### src/pbao_pkg.sv
// Shared constants for the port-B alternate function override block.
package pbao_pkg;

   // Port width and pin positions.
   localparam int unsigned PORT_W   = 8;
   localparam int unsigned PIN_SDA  = 0;
   localparam int unsigned PIN_XIN  = 4;
   localparam int unsigned PIN_XOUT = 5;
   localparam int unsigned PIN_EXTERNAL_IRQ0 = 6;
   localparam int unsigned PIN_RST  = 7;
   localparam int unsigned GRP1_W   = 4;

   // Fixed override enables and values.
   localparam logic OVR_ON         = 1'b1;
   localparam logic OVR_OFF        = 1'b0;
   localparam logic RST_PULL_VAL   = 1'b1;
   localparam logic RST_DIR_VAL    = 1'b0;
   localparam logic XTAL_PULL_VAL  = 1'b0;
   localparam logic XTAL_DIR_VAL   = 1'b0;
   localparam logic INPUT_ON_VAL   = 1'b1;
   localparam logic SDA_VALUE_VAL  = 1'b0;

   // Layout of the registered output word.
   localparam int unsigned OFS_VAL   = 0;
   localparam int unsigned OFS_OE    = 8;
   localparam int unsigned OFS_PULL  = 16;
   localparam int unsigned OFS_INEN  = 24;
   localparam int unsigned OFS_SHIN  = 32;
   localparam int unsigned OFS_EXTERNAL_IRQ0  = 33;
   localparam int unsigned OFS_PC0   = 34;
   localparam int unsigned OFS_GRP1  = 35;
   localparam int unsigned OUT_W     = 39;

   // Every output is inactive after reset: drivers off, pulls off, inputs off.
   localparam logic [OUT_W-1:0] OUT_RESET = 39'h00_0000_0000;

endpackage

### src/pbao_top.sv
`timescale 1ns/100ps
module pbao_top
   import pbao_pkg::*;
(
   // Clock and reset.
   input  wire logic                i_sys_clk,
   input  wire logic                i_rst,
   // Port registers and pin levels.
   input  wire logic [PORT_W-1:0]   i_port_out,
   input  wire logic [PORT_W-1:0]   i_dir,
   input  wire logic [PORT_W-1:0]   i_pin_in,
   input  wire logic                i_sleep,
   // Serial shift unit.
   input  wire logic                i_ssu_two_wire,
   input  wire logic                i_ssu_three_wire,
   input  wire logic                i_shift_out,
   input  wire logic                i_ssu_start_irq_en,
   // Timers and programming.
   input  wire logic                i_prog_mode,
   input  wire logic                i_cmp_a_inv_en,
   input  wire logic                i_cmp_a_inv_wave,
   input  wire logic                i_timer0_external_clock_sel,
   // Interrupt enables.
   input  wire logic                i_global_irq_en,
   input  wire logic                i_pin_change_group0_en,
   input  wire logic                i_pin_change_group1_en,
   input  wire logic                i_external_irq0_bit,
   // Fuse decodes.
   input  wire logic                i_reset_pin_select,
   input  wire logic                i_xtal_in_pin_as_io,
   input  wire logic                i_xtal_out_pin_as_io,
   input  wire logic                i_external_clock_sel,
   // Pad controls.
   output logic      [PORT_W-1:0]   o_pin_out,
   output logic      [PORT_W-1:0]   o_pin_oe,
   output logic      [PORT_W-1:0]   o_pullup_en,
   output logic      [PORT_W-1:0]   o_input_en,
   // Peripheral side.
   output logic                     o_shift_data_in,
   output logic                     o_external_irq0_en,
   output logic                     o_pin0_change_en,
   output logic      [GRP1_W-1:0]   o_grp1_change_en
);

   logic              pc0_on;
   logic              pc1_on;
   logic              external_irq0_on;
   logic              cmp_a_on;
   logic              sda_drive;
   logic [PORT_W-1:0] pullup_override_en;
   logic [PORT_W-1:0] pullup_override_val;
   logic [PORT_W-1:0] direction_override_en;
   logic [PORT_W-1:0] direction_override_val;
   logic [PORT_W-1:0] port_value_override_en;
   logic [PORT_W-1:0] port_value_override_val;
   logic [PORT_W-1:0] input_enable_override_en;
   logic [PORT_W-1:0] input_enable_override_val;
   logic [PORT_W-1:0] res_pull;
   logic [PORT_W-1:0] res_dir;
   logic [PORT_W-1:0] res_val;
   logic [PORT_W-1:0] res_inen;
   logic [GRP1_W-1:0] next_grp1;
   logic              next_pc0;
   logic [OUT_W-1:0]  next_out;
   logic [OUT_W-1:0]  out_q;

   // Qualified enables for the pin logic below; only pc1_on is shared by several pins.
   always_comb
   begin
      pc0_on    = i_global_irq_en & i_pin_change_group0_en;
      pc1_on    = i_global_irq_en & i_pin_change_group1_en;
      external_irq0_on   = i_global_irq_en & i_external_irq0_bit;
      // The compare waveform yields to programming and to either shifter mode.
      cmp_a_on  = i_cmp_a_inv_en & ~i_prog_mode
                  & ~i_ssu_two_wire & ~i_ssu_three_wire;
      // Open-collector data: pull low on a zero from either source.
      sda_drive = (~i_shift_out | ~i_port_out[PIN_SDA]) & i_dir[PIN_SDA];
   end

   // Pin 0 overrides. Three-wire mode only masks other overrides here and forces none, so
   // software must keep the pin an input for the shifter to see the line.
   always_comb
   begin
      pullup_override_en  = '0;
      pullup_override_val  = '0;
      direction_override_en  = '0;
      direction_override_val  = '0;
      port_value_override_en  = '0;
      port_value_override_val  = '0;
      input_enable_override_en = '0;
      input_enable_override_val = '0;
      pullup_override_en[PIN_SDA]  = i_ssu_two_wire;
      pullup_override_val[PIN_SDA]  = OVR_OFF;
      direction_override_en[PIN_SDA]  = i_ssu_two_wire;
      direction_override_val[PIN_SDA]  = sda_drive;
      port_value_override_en[PIN_SDA]  = (i_ssu_two_wire & i_dir[PIN_SDA]) | cmp_a_on;
      port_value_override_val[PIN_SDA]  = cmp_a_on & ~(i_ssu_two_wire & i_dir[PIN_SDA])
                       & i_cmp_a_inv_wave;
      input_enable_override_en[PIN_SDA] = (~(i_ssu_two_wire | i_ssu_three_wire | cmp_a_on) & pc0_on)
                       | i_ssu_start_irq_en;
      input_enable_override_val[PIN_SDA] = INPUT_ON_VAL;

      // Pin 7: reset pin selection.
      pullup_override_en[PIN_RST]  = i_reset_pin_select;
      pullup_override_val[PIN_RST]  = RST_PULL_VAL;
      direction_override_en[PIN_RST]  = i_reset_pin_select;
      direction_override_val[PIN_RST]  = RST_DIR_VAL;
      input_enable_override_en[PIN_RST] = pc1_on | i_reset_pin_select;
      input_enable_override_val[PIN_RST] = pc1_on & ~i_reset_pin_select;

      // Pin 6: external interrupt and timer clock input.
      input_enable_override_en[PIN_EXTERNAL_IRQ0] = (pc1_on & ~i_timer0_external_clock_sel) | external_irq0_on;
      input_enable_override_val[PIN_EXTERNAL_IRQ0] = INPUT_ON_VAL;

      // Pin 5: crystal output.
      pullup_override_en[PIN_XOUT]  = ~i_xtal_out_pin_as_io;
      pullup_override_val[PIN_XOUT]  = XTAL_PULL_VAL;
      direction_override_en[PIN_XOUT]  = ~i_xtal_out_pin_as_io;
      direction_override_val[PIN_XOUT]  = XTAL_DIR_VAL;
      input_enable_override_en[PIN_XOUT] = pc1_on | ~i_xtal_out_pin_as_io;
      input_enable_override_val[PIN_XOUT] = pc1_on & i_xtal_out_pin_as_io;

      // Pin 4: crystal input, which also carries an external clock.
      pullup_override_en[PIN_XIN]  = ~i_xtal_in_pin_as_io;
      pullup_override_val[PIN_XIN]  = XTAL_PULL_VAL;
      direction_override_en[PIN_XIN]  = ~i_xtal_in_pin_as_io;
      direction_override_val[PIN_XIN]  = XTAL_DIR_VAL;
      input_enable_override_en[PIN_XIN] = pc1_on | ~i_xtal_in_pin_as_io
                       | i_external_clock_sel;
      input_enable_override_val[PIN_XIN] = (pc1_on & i_xtal_in_pin_as_io)
                       | i_external_clock_sel;

      // Pins 7 to 4 keep the port output value untouched.
      port_value_override_en[PIN_RST:PIN_XIN] = {GRP1_W{OVR_OFF}};
      port_value_override_val[PIN_RST:PIN_XIN] = {GRP1_W{OVR_OFF}};
   end

   // Change interrupt gating per pin, masked by the owning alternate function.
   always_comb
   begin
      next_pc0 = pc0_on & ~cmp_a_on
                 & ~i_ssu_two_wire & ~i_ssu_three_wire;
      next_grp1[PIN_XIN-PIN_XIN]  = pc1_on & i_xtal_in_pin_as_io
                                    & ~i_external_clock_sel;
      next_grp1[PIN_XOUT-PIN_XIN] = pc1_on & i_xtal_out_pin_as_io;
      next_grp1[PIN_EXTERNAL_IRQ0-PIN_XIN] = pc1_on & ~external_irq0_on
                                    & ~i_timer0_external_clock_sel;
      next_grp1[PIN_RST-PIN_XIN]  = pc1_on & ~i_reset_pin_select;
   end

   // Final attribute selection for all eight pins.
   pbao_ovr_mux #(
      .W (PORT_W)
   ) u_mux (
      .i_port_out (i_port_out),
      .i_dir      (i_dir),
      .i_sleep    (i_sleep),
      .i_pullup_override_en     (pullup_override_en),
      .i_pullup_override_val     (pullup_override_val),
      .i_direction_override_en     (direction_override_en),
      .i_direction_override_val     (direction_override_val),
      .i_port_value_override_en     (port_value_override_en),
      .i_port_value_override_val     (port_value_override_val),
      .i_input_enable_override_en    (input_enable_override_en),
      .i_input_enable_override_val    (input_enable_override_val),
      .o_pull     (res_pull),
      .o_dir      (res_dir),
      .o_val      (res_val),
      .o_inen     (res_inen)
   );

   // Gather everything that leaves the block into one registered word.
   always_comb
   begin
      next_out                          = OUT_RESET;
      next_out[OFS_VAL +: PORT_W]       = res_val;
      next_out[OFS_OE +: PORT_W]        = res_dir;
      next_out[OFS_PULL +: PORT_W]      = res_pull;
      next_out[OFS_INEN +: PORT_W]      = res_inen;
      next_out[OFS_SHIN]                = i_pin_in[PIN_SDA];
      next_out[OFS_EXTERNAL_IRQ0]                = external_irq0_on;
      next_out[OFS_PC0]                 = next_pc0;
      next_out[OFS_GRP1 +: GRP1_W]      = next_grp1;
   end

   pbao_out_reg #(
      .W   (OUT_W),
      .RST (OUT_RESET)
   ) u_out (
      .i_sys_clk (i_sys_clk),
      .i_rst     (i_rst),
      .i_d       (next_out),
      .o_q       (out_q)
   );

   // Output slices; each is a flop of the output bank.
   assign o_pin_out          = out_q[OFS_VAL +: PORT_W];
   assign o_pin_oe           = out_q[OFS_OE +: PORT_W];
   assign o_pullup_en        = out_q[OFS_PULL +: PORT_W];
   assign o_input_en         = out_q[OFS_INEN +: PORT_W];
   assign o_shift_data_in    = out_q[OFS_SHIN];
   assign o_external_irq0_en = out_q[OFS_EXTERNAL_IRQ0];
   assign o_pin0_change_en   = out_q[OFS_PC0];
   assign o_grp1_change_en   = out_q[OFS_GRP1 +: GRP1_W];
endmodule

### src/pbao_ovr_mux.sv
`timescale 1ns/100ps
// Per-pin selection between override values and the normal port function.
module pbao_ovr_mux
#(
   parameter int unsigned W = 8
)
(
   // Normal port function.
   input  wire logic [W-1:0] i_port_out,
   input  wire logic [W-1:0] i_dir,
   input  wire logic         i_sleep,
   // Override enables and values.
   input  wire logic [W-1:0] i_pullup_override_en,
   input  wire logic [W-1:0] i_pullup_override_val,
   input  wire logic [W-1:0] i_direction_override_en,
   input  wire logic [W-1:0] i_direction_override_val,
   input  wire logic [W-1:0] i_port_value_override_en,
   input  wire logic [W-1:0] i_port_value_override_val,
   input  wire logic [W-1:0] i_input_enable_override_en,
   input  wire logic [W-1:0] i_input_enable_override_val,
   // Resolved pin attributes.
   output logic      [W-1:0] o_pull,
   output logic      [W-1:0] o_dir,
   output logic      [W-1:0] o_val,
   output logic      [W-1:0] o_inen
);

   // Bitwise pick of the override value where its enable is set.
   function automatic logic [W-1:0] pick(input logic [W-1:0] en,
                                         input logic [W-1:0] ov,
                                         input logic [W-1:0] nv);
      pick = (en & ov) | (~en & nv);
   endfunction

   // The pull-up is normally on only for an input whose port bit is set.
   // Input buffers are normally switched off in sleep to save power.
   always_comb
   begin
      o_pull = pick(i_pullup_override_en, i_pullup_override_val, i_port_out & ~i_dir);
      o_dir  = pick(i_direction_override_en, i_direction_override_val, i_dir);
      o_val  = pick(i_port_value_override_en, i_port_value_override_val, i_port_out);
      o_inen = pick(i_input_enable_override_en, i_input_enable_override_val, {W{~i_sleep}});
   end

endmodule

### src/pbao_out_reg.sv
`timescale 1ns/100ps
// Output register bank so every pin control leaves the block from a flop.
module pbao_out_reg
#(
   parameter int unsigned     W   = 8,
   parameter logic [W-1:0]    RST = '0
)
(
   // Clock and reset.
   input  wire logic         i_sys_clk,
   input  wire logic         i_rst,
   // Data.
   input  wire logic [W-1:0] i_d,
   output logic      [W-1:0] o_q
);

   // One cycle of latency is traded for glitch-free pad controls.
   always_ff @(posedge i_sys_clk)
   begin
      if (i_rst)
         o_q <= RST;
      else
         o_q <= i_d;
   end

endmodule

### config.mk
export PLATFORM = sky130hd
export DESIGN_NAME = pbao_top
export DESIGN_NICKNAME = d
export VERILOG_FILES = /design/src/pbao_pkg.sv /design/src/pbao_top.sv /design/src/pbao_ovr_mux.sv /design/src/pbao_out_reg.sv
export SDC_FILE = /design/constraint.sdc
export NUM_CORES = 1
export LEC_CHECK = 0
export BUFFER_PORTS_ARGS = -buffer_cell sky130_fd_sc_hd__buf_2
export CAP_MARGIN = 5
export CORE_MARGIN = 10
export CORE_UTILIZATION = 35
export DETAILED_ROUTE_END_ITERATION = 16
export PLACE_DENSITY_LB_ADDON = 0.12
export SLEW_MARGIN = 25
export SYNTH_ARGS = -nofsm -noshare
export SYNTH_HDL_FRONTEND = slang
export SYNTH_HIERARCHICAL = 1
export SYNTH_SLANG_ARGS = --single-unit
### constraint.sdc
create_clock -name i_sys_clk -period 2.8 [get_ports i_sys_clk]
set_clock_uncertainty 0.05 [all_clocks]
set_input_delay 0.14 -clock i_sys_clk [delete_from_list [all_inputs] [get_ports i_sys_clk]]
set_output_delay 0.14 -clock i_sys_clk [all_outputs]
set_load 0.02 [all_outputs]
Word level (Yosys, flattened, before mapping)
Index checks and enable logic that the tools add are counted.

word-level totals
  register bits = 39
  input bits = 43

operators by class
  bitwise operators = 63

operators with widths
  operator     count
  $and 8x8->8  6
  $or 8x8->8   4
  $not 8->8    3
  $and 1x1->1  22
  $not 1->1    15
  $or 1x1->1   11
  $and 8x1->8  1
  $not 1->8    1

Logic depth before layout (Yosys ltp)
  depth after elaboration = 11
  gate-level depth with buffers = 5

Modules after synthesis
The synthesis kept the hierarchy.

by module, submodules not included
  module        cells each  area an instance (um^2)  instances  seq. area each (um^2)
  pbao_out_reg  82          1074.8                   1          780.7
  pbao_ovr_mux  56          430.4                    1          0.0
  pbao_top      24          150.1                    1          0.0

Worst setup path after synthesis
Ideal clock, no wire load.

  path type = in2reg
  start point = input port i_cmp_a_inv_en
  end point = register u_out.o_q[0]
  setup time = 0.114 ns
  setup slack = 1.776 ns
  stages = 4
  data required time = 2.636 ns
  arrival time = 0.861 ns
  path through = nor2b_4 > a22o_2 > mux2_4 > nor2b_1

on the way
  word-level cells in the longest chain between the ends = 7
  elaborated cells on any way between the ends = 10
  classes of those cells = 10 x bitwise

RTL lines
  what                                 RTL line            text
  start, declared                      pbao_top.sv:20      input wire logic i_cmp_a_inv_en,
  $and 1x1->1 (*)                      pbao_top.sv:74      cmp_a_on = i_cmp_a_inv_en & ~i_prog_mode
  $and 1x1->1 (*) (2 in series)        pbao_top.sv:75      & ~i_ssu_two_wire & ~i_ssu_three_wire;
  $or 1x1->1 (*)                       pbao_top.sv:96      port_value_override_en[PIN_SDA] = (i_ssu_two_wire & i_dir[PIN_SDA]) | cmp_a_on;
  named net port_value_override_en[0]  pbao_top.sv:54      logic [PORT_W-1:0] port_value_override_en;
  $not 1->8                            pbao_ovr_mux.sv:32  pick = (en & ov) | (~en & nv);
  $and 8x8->8                          pbao_ovr_mux.sv:32
  $or 8x8->8 (*)                       pbao_ovr_mux.sv:32
  named net res_val[0]                 pbao_top.sv:60      logic [PORT_W-1:0] res_val;
  end signal, assigned                 pbao_out_reg.sv:23  o_q <= i_d;
  end, declared                        pbao_out_reg.sv:14  output logic [W-1:0] o_q

The timed path passes the listed nets; every way through them passes the cells marked *.
A chain may end at the register's enable or synchronous reset.

Final worst setup path
  start point = register u_out.o_q[31]
  end point = output port o_input_en[7]

RTL lines
  what           RTL line        text
  end, declared  pbao_top.sv:37  output logic [PORT_W-1:0] o_input_en,

No word-level cell between the ends.

==> metrics.yaml <==
floorplanning:
  coreArea_um2: 4470
  die_h_um: 88.8
  rows: 24
  start_util_pct: 37.0
  dieArea_um2: 7880
  dieWidth_um: 88.8
  io_pins: 82
power_and_ir_drop:
  p_switching_mw: 0.301
  clkPwrFrac_pct: 33.6
  power.density_nw_per_um2: 518
  finalPower_mw: 1.21
  switching_share_pct: 24.9
  peakVddDrop_v: 0.000289
  p_seq_share_pct: 48.9
  power.internal_mw: 0.911
  combinationalPowerShare_pct: 17.6
  p_leak_nw: 1.23
place:
  placement.io_buffers: 74
  routabilityCongestion: 0.687
  hpwl_um: 2980
  placed_cell_area_um2: 2240
yosys:
  yosysWarnings: 6
  yosysMostFrequentCell: "dfxtp_1"
  synth_edf_count: 0
  synth_area_leader_cell: "dfxtp_1"
  synth_top_family_by_area: "simple AND/OR/NAND/NOR gates"
  synthXorXnorAreaFrac_pct: 0
  synthMuxAreaShare_pct: 14.5
  synth_commonest_cells: "dfxtp_1 (39), nor2b_1 (33), nand2_1 (18), mux2_4 (16), nand2b_1 (9)"
  synth_area_um2: 1660
  seq_area_frac_synth_pct: 47.2
  ys_top_cells_by_area: "dfxtp_1 (47%), mux2_4 (15%), nor2b_1 (12%)"
  async_reset_ff_share_pct: 0
  synthAdderAreaFrac_pct: 0
  synth_top_area_share_pct: 47.2
  synth_cell_type_count: 26
  synth_compound_gate_area_share_pct: 7.79
  synth-simple-area-share_pct: 27.2
  syn-instance-count: 162
  ys_ff_latch: 39
  dominantRegCellSynth: "dfxtp_1"
  syn_avg_cell_area_um2: 10.2
clock_network:
  cts-root-buf: "clkbuf_8"
  clk_pin_slew_worst_paths_ns: 0.07
  cts_sinks: 39
  cts_tree: "built"
  holdBufCountCts: 0
  cts_setup_buffers: 0
  clockBufferDepth: 2
  cts_resized: 0
  h-tree-depth: 2
  numCtsBuffers: 5
setup_path:
  start_kind: "flop"
  worstSetupEndpointType: "output port"
  cp_slowest_cell: "dfxtp_1"
  path_buf_inv: 1
  crit_type: "reg -> out"
  cp.required_ns: 2.61
  crit_path_cell_trace: "buf_2"
  path_max_fanout: 1
  crit_path_max_incr_delay_ns: 0.32
  crit_family: "flip-flops"
  crit_arrival_ns: 0.77
cells_and_area:
  area_delta_synth_final_pct: 41.5
  layout-drive-gt1-share_pct: 36.9
  n_fill_cell: 457
  largest_register_ffs: 39
  largest_register: "u_out/o_q"
  final_area_um2: 2340
  n_antenna_cell: 0
  final_util_pct: 52.3
  nNetsFinal: 332
  reg.largest.list: "u_out/o_q x39"
worst_hold_path:
  min-delay-path-class: "in -> reg"
sta:
  whs_ns: 0.0157
  tightest_slew_ns: 0.742
  relSlewSlack_pct: 50.5
  rsz0062_at_grt: "no"
  fin_tns_setup_ns: 0
  min_period_ns: 0.962
  fmax_mhz: 1040
  hold_violations: 0
  maxSlewViolCount: 0
  post-route-period-util_pct: 34.4
  setup_violations: 0
global_route:
  grt_pass1_vias: 1195
  grt_max_degree: 40
  grt_pass1_wl_um: 5680
  grt_util_all_layers_pct: 9.36
  antenna_found_initial: 0
  grt_remaining_overflow: 0
drt:
  dr.pass1.iters: 4
  avgViaCountPerCell: 3.89
  wl_per_cell_um: 10.9
  dr.first_iter.drc_count: 19
  num_vias: 1330
  drc_errors: 0
  drtAntennaViolNets: 0
  totalWireLength_um: 3710
job:
  max_cap_violations: 0
status:
  outcome: "finished, final reports clean"
[layer usage]
layer | track usage [%] | wire length [um] | up-vias
met5 | 0 | 0 | -
met1 | 10.1 | 1500 | 552
met4 | 3.96 | 31 | 0
met2 | 15.2 | 1790 | 44
met3 | 4.78 | 390 | 4
li1 | - | - | 730
[final cells by class]
type	count	area (um^2)	area share [%]
Sequential cell	39	781	33.3
Multi-Input combinational cell	166	1010	43.3
Tap cell	52	65.1	2.78
Timing Repair Buffer	74	370	15.8
Clock buffer	8	100	4.27
Inverter	3	11.3	0.481
[per-stage QoR]
step           worst slack [ns]  cells
6_report                   1.84    342
4_1_cts                    1.82    342
3_5_place_dp               1.57    334
3_3_place_gp               1.59    334
2_1_floorplan              1.78    212
5_1_grt                    1.80    342
[cells by family after synthesis]
| family | after synthesis |
|---|---|
| compound gates | 21 |
| other cells | 2 |
| buf+inv | 7 |
| mux | 16 |
| flops | 39 |
| simple gates | 77 |
[path summary, 6_finish.rpt]
kind	startpoint	end	slack (ns)	cells past startpoint
min	i_pin_in[0]	u_out/o_q[32]	0.02	2
max	u_out/o_q[31]	o_input_en[7]	1.84	1
[cell usage in the layout, fill, tap and decap left out]
cell / netlist / routed
a21boi_0: 1 / 1
a22o_2: 1 / 1
and2_1: 1 / 1
and2b_1: 1 / 1
and3_2: 1 / 1
buf_2: 2 / 74
clkbuf_1: 0 / 1
clkbuf_8: 0 / 7
conb_1: 2 / 52
dfxtp_1: 39 / 39
inv_1: 3 / 3
mux2_4: 16 / 16
nand2_1: 18 / 18
nand2_2: 1 / 1
nand2b_1: 9 / 9
nand3b_1: 1 / 1
nor2_1: 3 / 3
nor2b_1: 33 / 33
nor2b_2: 5 / 5
nor2b_4: 1 / 1
nor3_1: 2 / 2
nor4_1: 1 / 1
o21ai_0: 8 / 8
o21ai_1: 8 / 8
o21bai_1: 2 / 2
o41ai_2: 1 / 1
[power by group through the flow]
stage               sequential (mW)  clock [mW]  combinational [mW]
floorplan                     0.648           0               0.101
global placement              0.605           0               0.214
detailed placement            0.605           0               0.216
CTS                           0.593       0.424               0.216
global route                  0.596       0.453               0.237
finish                        0.592       0.407               0.213
Note: power is estimated with default switching activity, not from simulation.
